File: src/lasp_pkg.sv
// Package with pin timing constants and types for the latched-address SRAM host
package lasp_pkg;
	localparam int LASP_CLK_NS = 10;
	localparam int LASP_AW = 11;
	localparam int LASP_DW = 8;
	// Grade-dependent minimum and maximum times in ns (standard grade defaults)
	localparam int LASP_T_ACC_NS = 200;   // chip enable to data valid, max
	localparam int LASP_T_OE_NS = 80;     // output enable to data valid, max
	localparam int LASP_T_CEL_NS = 200;   // chip enable low width, min
	localparam int LASP_T_CEH_NS = 80;    // chip enable high width, min
	localparam int LASP_T_CYC_NS = 280;   // falling edge spacing, min
	localparam int LASP_T_WRL_NS = 200;   // write strobe low width, min
	localparam int LASP_T_AH_NS = 50;     // address hold after fall, min
	localparam int LASP_T_DH_NS = 10;     // data hold after write end, min
	// Derived cycle counts, rounded up for minimum times
	localparam int LASP_C_ACC = (LASP_T_ACC_NS + LASP_CLK_NS - 1) / LASP_CLK_NS;
	localparam int LASP_C_CEL = (LASP_T_CEL_NS + LASP_CLK_NS - 1) / LASP_CLK_NS;
	localparam int LASP_C_CEH = (LASP_T_CEH_NS + LASP_CLK_NS - 1) / LASP_CLK_NS;
	localparam int LASP_C_CYC = (LASP_T_CYC_NS + LASP_CLK_NS - 1) / LASP_CLK_NS;
	localparam int LASP_C_WRL = (LASP_T_WRL_NS + LASP_CLK_NS - 1) / LASP_CLK_NS;
	localparam int LASP_C_AH = (LASP_T_AH_NS + LASP_CLK_NS - 1) / LASP_CLK_NS;
	localparam int LASP_C_DH = (LASP_T_DH_NS + LASP_CLK_NS - 1) / LASP_CLK_NS;
	// Low phase lasts long enough for access plus one sample cycle
	localparam int LASP_C_LOW = (LASP_C_CEL > LASP_C_ACC + 1) ?
		LASP_C_CEL : LASP_C_ACC + 1;
	localparam int LASP_C_HIGH = (LASP_C_CEH > LASP_C_CYC - LASP_C_LOW) ?
		LASP_C_CEH : LASP_C_CYC - LASP_C_LOW;
	localparam int LASP_CW = 6;
	localparam logic [LASP_CW-1:0] LASP_CNT_ZERO = 6'h00;
	localparam logic [LASP_CW-1:0] LASP_CNT_ONE = 6'h01;
	localparam logic [LASP_AW-1:0] LASP_ADDR_RST = 11'h000;
	localparam logic [LASP_DW-1:0] LASP_DATA_RST = 8'h00;
	typedef enum logic [3:0] {
		LASP_IDLE = 4'b0001,
		LASP_LOW = 4'b0010,
		LASP_HOLD = 4'b0100,
		LASP_HIGH = 4'b1000
	} lasp_state_t;
endpackage

File: src/lasp_timer_if.sv
// Interface carrying the phase timer load and done signals
`timescale 1ns/10ps
interface lasp_timer_if;
	logic load;
	logic [lasp_pkg::LASP_CW-1:0] count;
	logic done;
	modport ctl (output load, output count, input done);
	modport tmr (input load, input count, output done);
endinterface

File: src/lasp_timer.sv
// Down counter that times each phase of a bus cycle
`timescale 1ns/10ps
module lasp_timer
	import lasp_pkg::*;
(
	input wire logic i_clk,
	input wire logic i_rst,
	lasp_timer_if.tmr t
);
	logic [LASP_CW-1:0] cnt_q;
	// Load a phase length, then count down to zero and hold there
	always_ff @(posedge i_clk or posedge i_rst) begin
		if (i_rst) begin
			cnt_q <= LASP_CNT_ZERO;
		end else if (t.load) begin
			cnt_q <= t.count;
		end else if (cnt_q != LASP_CNT_ZERO) begin
			cnt_q <= cnt_q - LASP_CNT_ONE;
		end
	end
	// Done in the last cycle of the phase; it must not look at load,
	// since the controller raises load from done in the same cycle
	assign t.done = (cnt_q == LASP_CNT_ONE);
endmodule // lasp_timer

File: src/lasp_host.sv
// Host controller that runs read and write cycles on a latched-address SRAM
`timescale 1ns/10ps
// Function
// - Host keeps write strobe high throughout a read.
// - Host holds chip enable high for minimum time between cycles.
// - Host may hold output enable high through a write.
// - Host meets write data setup and hold regardless of output enable.
// - Host avoids lowering chip and output enable before write strobe.
// - If chip enable rises first, data timing references that edge.
// - Back-to-back writes may keep write strobe low; ends on enable rise.
// - Host keeps chip enable low pulse at least minimum width.
// - Host spaces chip enable falling edges by minimum cycle time.
// - Host keeps write strobe low pulse at least minimum width.
module lasp_host
	import lasp_pkg::*;
(
	input wire logic i_clk,
	input wire logic i_rst,
	input wire logic i_req_valid,
	input wire logic i_req_write,
	input wire logic [LASP_AW-1:0] i_req_addr,
	input wire logic [LASP_DW-1:0] i_req_wdata,
	output logic o_req_ready,
	output logic o_rsp_valid,
	output logic [LASP_DW-1:0] o_rsp_rdata,
	output logic [LASP_AW-1:0] o_word_select,
	output logic o_chip_en_n,
	output logic o_write_en_n,
	output logic o_out_en_n,
	input wire logic [LASP_DW-1:0] i_shared_bus,
	output logic [LASP_DW-1:0] o_shared_bus,
	output logic o_shared_bus_oe
);
	lasp_state_t state_q, state_d;
	logic wr_q;
	logic [LASP_AW-1:0] addr_q;
	logic [LASP_DW-1:0] wdata_q;
	logic [LASP_DW-1:0] rdata_q;
	logic rsp_q;
	logic [LASP_DW-1:0] bus_s1_q, bus_s2_q;
	lasp_timer_if tif ();

	lasp_timer u_timer (
		.i_clk(i_clk),
		.i_rst(i_rst),
		.t(tif)
	);

	// Cycle plan in clocks from the edge that takes a request:
	// that edge lowers chip enable together with the write strobe or
	// the output enable and shows the captured address and data;
	// the low phase covers the minimum low width and the access time;
	// all strobes rise together, so a write always ends on the chip
	// enable edge and data timing refers to it;
	// the host keeps driving write data for one hold clock;
	// chip enable then stays high long enough for both the high time
	// and the falling-edge spacing before ready returns.
	// Read data are the synchronised bus level of the clock before
	// chip enable rises.

	// Decoded conditions
	wire idle_w = (state_q == LASP_IDLE);
	wire take_w = idle_w && i_req_valid;
	wire low_done_w = (state_q == LASP_LOW) && tif.done;
	wire hold_done_w = (state_q == LASP_HOLD) && tif.done;
	wire high_done_w = (state_q == LASP_HIGH) && tif.done;
	wire in_cycle_w = (state_q == LASP_LOW);
	wire rd_take_w = hold_done_w && !wr_q;
	assign o_req_ready = idle_w;

	// Strobe and drive levels for the next clock
	wire open_w = take_w || (in_cycle_w && !low_done_w);
	wire wr_open_w = (take_w && i_req_write) ||
		(in_cycle_w && !low_done_w && wr_q);
	wire rd_open_w = (take_w && !i_req_write) ||
		(in_cycle_w && !low_done_w && !wr_q);
	wire tail_w = (state_q == LASP_HOLD) && !hold_done_w;
	wire drive_w = (take_w && i_req_write) ||
		((in_cycle_w || tail_w) && wr_q);

	// Phase lengths in clocks, cut to the timer width
	wire [LASP_CW-1:0] low_len_w = LASP_CW'(LASP_C_LOW);
	wire [LASP_CW-1:0] hold_len_w = LASP_CW'(LASP_C_DH);
	wire [LASP_CW-1:0] high_len_w = LASP_CW'(LASP_C_HIGH);

	// Next state and phase loading
	always_comb begin
		state_d = state_q;
		tif.load = 1'b0;
		tif.count = LASP_CNT_ZERO;
		unique case (state_q)
			LASP_IDLE: begin
				if (i_req_valid) begin
					state_d = LASP_LOW;
					tif.load = 1'b1;
					tif.count = low_len_w;
				end
			end
			LASP_LOW: begin
				if (tif.done) begin
					state_d = LASP_HOLD;
					tif.load = 1'b1;
					tif.count = hold_len_w;
				end
			end
			LASP_HOLD: begin
				if (tif.done) begin
					state_d = LASP_HIGH;
					tif.load = 1'b1;
					tif.count = high_len_w;
				end
			end
			LASP_HIGH: begin
				if (high_done_w) begin
					state_d = LASP_IDLE;
				end
			end
		endcase
	end

	// State register
	always_ff @(posedge i_clk or posedge i_rst) begin
		if (i_rst) begin
			state_q <= LASP_IDLE;
		end else begin
			state_q <= state_d;
		end
	end

	// Capture request; address stays put through the whole cycle
	always_ff @(posedge i_clk or posedge i_rst) begin
		if (i_rst) begin
			wr_q <= 1'b0;
			addr_q <= LASP_ADDR_RST;
			wdata_q <= LASP_DATA_RST;
		end else if (take_w) begin
			wr_q <= i_req_write;
			addr_q <= i_req_addr;
			wdata_q <= i_req_wdata;
		end
	end

	// Two-flop synchroniser on the data bus pins
	always_ff @(posedge i_clk or posedge i_rst) begin
		if (i_rst) begin
			bus_s1_q <= LASP_DATA_RST;
			bus_s2_q <= LASP_DATA_RST;
		end else begin
			bus_s1_q <= i_shared_bus;
			bus_s2_q <= bus_s1_q;
		end
	end

	// Response pulse in the clock after a read's hold phase
	always_ff @(posedge i_clk or posedge i_rst) begin
		if (i_rst) begin
			rsp_q <= 1'b0;
		end else begin
			rsp_q <= rd_take_w;
		end
	end

	// Read data loaded at the end of the hold phase from the bus level synchronised after access time
	always_ff @(posedge i_clk or posedge i_rst) begin
		if (i_rst) begin
			rdata_q <= LASP_DATA_RST;
		end else if (rd_take_w) begin
			rdata_q <= bus_s2_q;
		end
	end

	// Chip enable low through the low phase only
	always_ff @(posedge i_clk or posedge i_rst) begin
		if (i_rst) begin
			o_chip_en_n <= 1'b1;
		end else begin
			o_chip_en_n <= !open_w;
		end
	end

	// Write strobe falls and rises with chip enable, ending the write there
	always_ff @(posedge i_clk or posedge i_rst) begin
		if (i_rst) begin
			o_write_en_n <= 1'b1;
		end else begin
			o_write_en_n <= !wr_open_w;
		end
	end

	// Output enable only in a read, so a write never meets a driven bus
	always_ff @(posedge i_clk or posedge i_rst) begin
		if (i_rst) begin
			o_out_en_n <= 1'b1;
		end else begin
			o_out_en_n <= !rd_open_w;
		end
	end

	// Host drives write data one clock past the strobes for data hold
	always_ff @(posedge i_clk or posedge i_rst) begin
		if (i_rst) begin
			o_shared_bus_oe <= 1'b0;
		end else begin
			o_shared_bus_oe <= drive_w;
		end
	end

	// Address and data pins come straight from the captured request
	assign o_word_select = addr_q;
	assign o_shared_bus = wdata_q;
	assign o_rsp_valid = rsp_q;
	assign o_rsp_rdata = rdata_q;
endmodule // lasp_host

File: config.mk
export PLATFORM = sky130hd
export DESIGN_NAME = lasp_host
export DESIGN_NICKNAME = d
export VERILOG_FILES = /design/src/lasp_pkg.sv /design/src/lasp_timer_if.sv /design/src/lasp_timer.sv /design/src/lasp_host.sv
export SDC_FILE = /design/constraint.sdc
export NUM_CORES = 1
export LEC_CHECK = 0
export ABC_AREA = 0
export BUFFER_PORTS_ARGS = -buffer_cell sky130_fd_sc_hd__buf_2
export CORE_ASPECT_RATIO = 1.4
export CORE_MARGIN = 5
export CORE_UTILIZATION = 40
export CTS_CLUSTER_DIAMETER = 100
export DETAILED_ROUTE_END_ITERATION = 6
export GPL_TIMING_DRIVEN = 0
export HOLD_SLACK_MARGIN = 0.12
export SETUP_SLACK_MARGIN = 0.02
export SLEW_MARGIN = 20
export SYNTH_ARGS = -nofsm -noshare
export SYNTH_HDL_FRONTEND = slang
export SYNTH_HIERARCHICAL = 1
export SYNTH_SLANG_ARGS = --single-unit
File: constraint.sdc
create_clock -name i_clk -period 3.2 [get_ports i_clk]
set_clock_uncertainty 0.15 [all_clocks]
set_input_delay 0.16 -clock i_clk [delete_from_list [all_inputs] [get_ports i_clk]]
set_output_delay 0.16 -clock i_clk [all_outputs]
set_load 0.03 [all_outputs]
==> reports/results.txt <==
Status - complete, no violations
Slowest-stage cell, CP - or3_1
Setup-failing EPs final - 0
Die ar. - 7620 µm²
YS warnings - 6
Share of layout cells above drive strength 1 - 42.9%
Critical Path AT - 3.00 ns
Num rows - 33
Clock Latency Late Sink - 0.33 ns
CP Buf/Inv Count - 3
Synthesized cell area - 2380 µm²
PortBufs - 63
Largest net degree at the start of global routing - 54
Synth area leader - dfrtp_1
Startpoint Class - flop
Vias - 1674
Final period util - 90.2%
Post-detailed-placement half-perimeter wirelength - 3.28 mm
Critical path class - flop to flop
Main synth FF type - dfrtp_1
CTS tree - yes
Yosys reg bits - 59
Total wire length - 5.20 mm
Clock buffer depth - 2
H-tree depth reported by CTS - 3
First-pass detailed-route iteration total - 4
VDD IR max - 0.327 mV
CTS buffer count - 9
Final net count - 315
CTS root buf - clkbuf_8
Placer Congestion - 0.793
Max-capacitance violation count - 0
Hold Path Class - primary input to asynchronous set/reset pin
CTS sink count - 59
Achievable Freq - 346 MHz
Crit end category - flop
Initial Util - 40.9%
Number of DRC markers in iteration 0 - 81
Top post-synthesis cells by area - dfrtp_1 (58%), mux2_2 (9.0%), mux2_4 (5.0%), dfstp_2 (4.4%), buf_6 (1.4%)
Boundary Pins - 64
Routed len/inst - 14.6 µm
Area Overhead vs Synth - 36.9%
Critical path's top delay family - simple AND/OR/NAND/NOR gates
Filler Cell Count - 500
Vias per inst - 4.69
Core area - 5820 µm²
Initial antenna violation count - 0
Setup TNS - 0 ns
Cells after Synth - 177
Number of flops mapped to enable cells by yosys - 0
Least-Margin Pin Slew - 0.640 ns
Seq/Total Area, Yosys - 62.2%
Antenna cells - 0
Most common cell after layout, fill and taps aside - buf_2
Reg clk slew, reported paths - 0.07 ns
Final ANT Viol Nets - 0
Die height - 101 µm
Leak - 1.67 nW
Post-route insts no fill - 357
Vias in the first global route - 1901
Slowest stage delay, CP - 0.44 ns
Total Routing Usage GR - 15.7%
Worst slew margin - 57.3%
Final hold viol count - 0
Critical path cell sequence - clkbuf_1 > or3_1 > nor3b_1 > clkbuf_2 > nand3b_1 > a211oi_1 > or2_2 > clkbuf_1 > a21oi_1 > a21oi_1
First-pass GRT wire length - 8.91 mm
Avg Inst Size Synth - 13.5 µm²
Max FO, Critical Path - 10
Post-CTS setup buffer count - 0
Post-synth ARST share - 100%
RSZ-0062 raised after global routing - no
Crit path required time - 3.31 ns
Netlist cell types - 40
Top cell type's share of synthesized area - 57.8%
Die W - 75.2 µm
Post-Place Cells - 311
Commonest cells after routing, fill and taps aside - buf_2 (68), dfrtp_1 (55), dlygate4sd3_1 (30)
Grt ovf - 0
Tmin final - 2.89 ns
Power Dens Cells - 571 nW/µm²
DRC - 0
Slew Limit Fails - 0
[flip-flops by register name, indices dropped and copies added (netlist names)]
| name | flops |
|---|---|
| o_word_select | 11 |
| bus_s1_q | 8 |
| bus_s2_q | 8 |
| o_rsp_rdata | 8 |
| o_shared_bus | 8 |
| u_timer/cnt_q | 6 |
| state_q | 4 |
| o_chip_en_n | 1 |
| o_out_en_n | 1 |
| o_rsp_valid | 1 |
| o_shared_bus_oe | 1 |
| o_write_en_n | 1 |
| wr_q | 1 |
[cell usage after synthesis (all sizes together) (5+ instances only)]
cell type and n:
dfrtp 55, mux2 27, buf 10, inv 8
a21oi 6, nand2 6, nor2 5, nor3 5
[repair_timing]
item / in CTS / in global routing
endpoints found under the setup margin: 0 / 6
endpoints found under the hold margin: 88 / 0
hold buffers: 30 / 0
gates resized for setup: 0 / 2
[worst register-to-register path: cells and delay by family (launching register included)]
kind,cells,cell delay (ns)
AOI/OAI and AO/OA,3,0.56
DFF,1,0.36
buffers and inverters,3,0.78
and+or+nand+nor,4,0.98
[where the power goes]
part	leakage, nW	total [mW]	internal (mW)	switching, mW
combinational	0.848	0.415	0.190	0.224
sequential	0.748	0.867	0.818	0.0485
clock	0.0787	0.580	0.280	0.299
total	1.67	1.86	1.29	0.572
[stage by stage]
step / hold slack [ns] / total power [mW] / setup slack [ns] / instance area, µm² / utilization, %
2_1_floorplan: -0.199 / 1.17 / 0.695 / 2380 / -
3_3_place_gp: -0.0457 / 1.26 / 0.279 / 2790 / 47.9
3_5_place_dp: -0.0203 / 1.27 / 0.265 / 2790 / 47.9
4_1_cts: 0.175 / 1.88 / 0.256 / 3260 / 56.0
5_1_grt: 0.202 / 1.99 / 0.0646 / 3260 / 56.0
6_report: 0.175 / 1.86 / 0.312 / 3260 / 56.0
[layout make-up]
cell class | instances | area [µm²] | share of cell area [%]
well taps | 70 | 87.6 | 2.69
inverters | 8 | 32.5 | 0.998
multi-input cells | 98 | 788 | 24.2
repair buffers | 93 | 616 | 18.9
clock buffers | 10 | 128 | 3.91
plain buffers | 13 | 86.3 | 2.65
clock inverters | 6 | 41.3 | 1.27
flip-flops and latches | 59 | 1480 | 45.4
[metal layers]
| metal | global-route usage, % | wire length [µm] |
|---|---|---|
| met1 | 17.9 | 2060 |
| met2 | 26.0 | 2650 |
| met3 | 5.76 | 391 |
| met4 | 6.86 | 95 |
| met5 | 0 | 0 |
[path summary, 6_finish.rpt]
kind / startpoint / to / slack [ns] / cells after the start
setup / recovery: u_timer/cnt_q[3] / u_timer/cnt_q[5] / 0.31 / 10
hold / removal: i_rst / u_timer/cnt_q[4] / 0.17 / 3
setup reg to reg: u_timer/cnt_q[3] / u_timer/cnt_q[5] / 0.31 / 10
hold reg to reg: bus_s1_q[1] / bus_s2_q[1] / 0.20 / 0
max in group asynchronous: i_rst / o_shared_bus_oe / 2.13 / 3
min in group i_clk: bus_s1_q[1] / bus_s2_q[1] / 0.20 / 0
[logic make-up after synthesis]
group	Yosys count	share of synthesized area (%)
mux	27	14.0
buf+inv	21	4.83
simple gates	43	11.0
other cells	1	0.157
compound gates	24	6.67
fa+ha+maj	2	1.05
flops	59	62.2
Power figures use the tool's default switching activity.
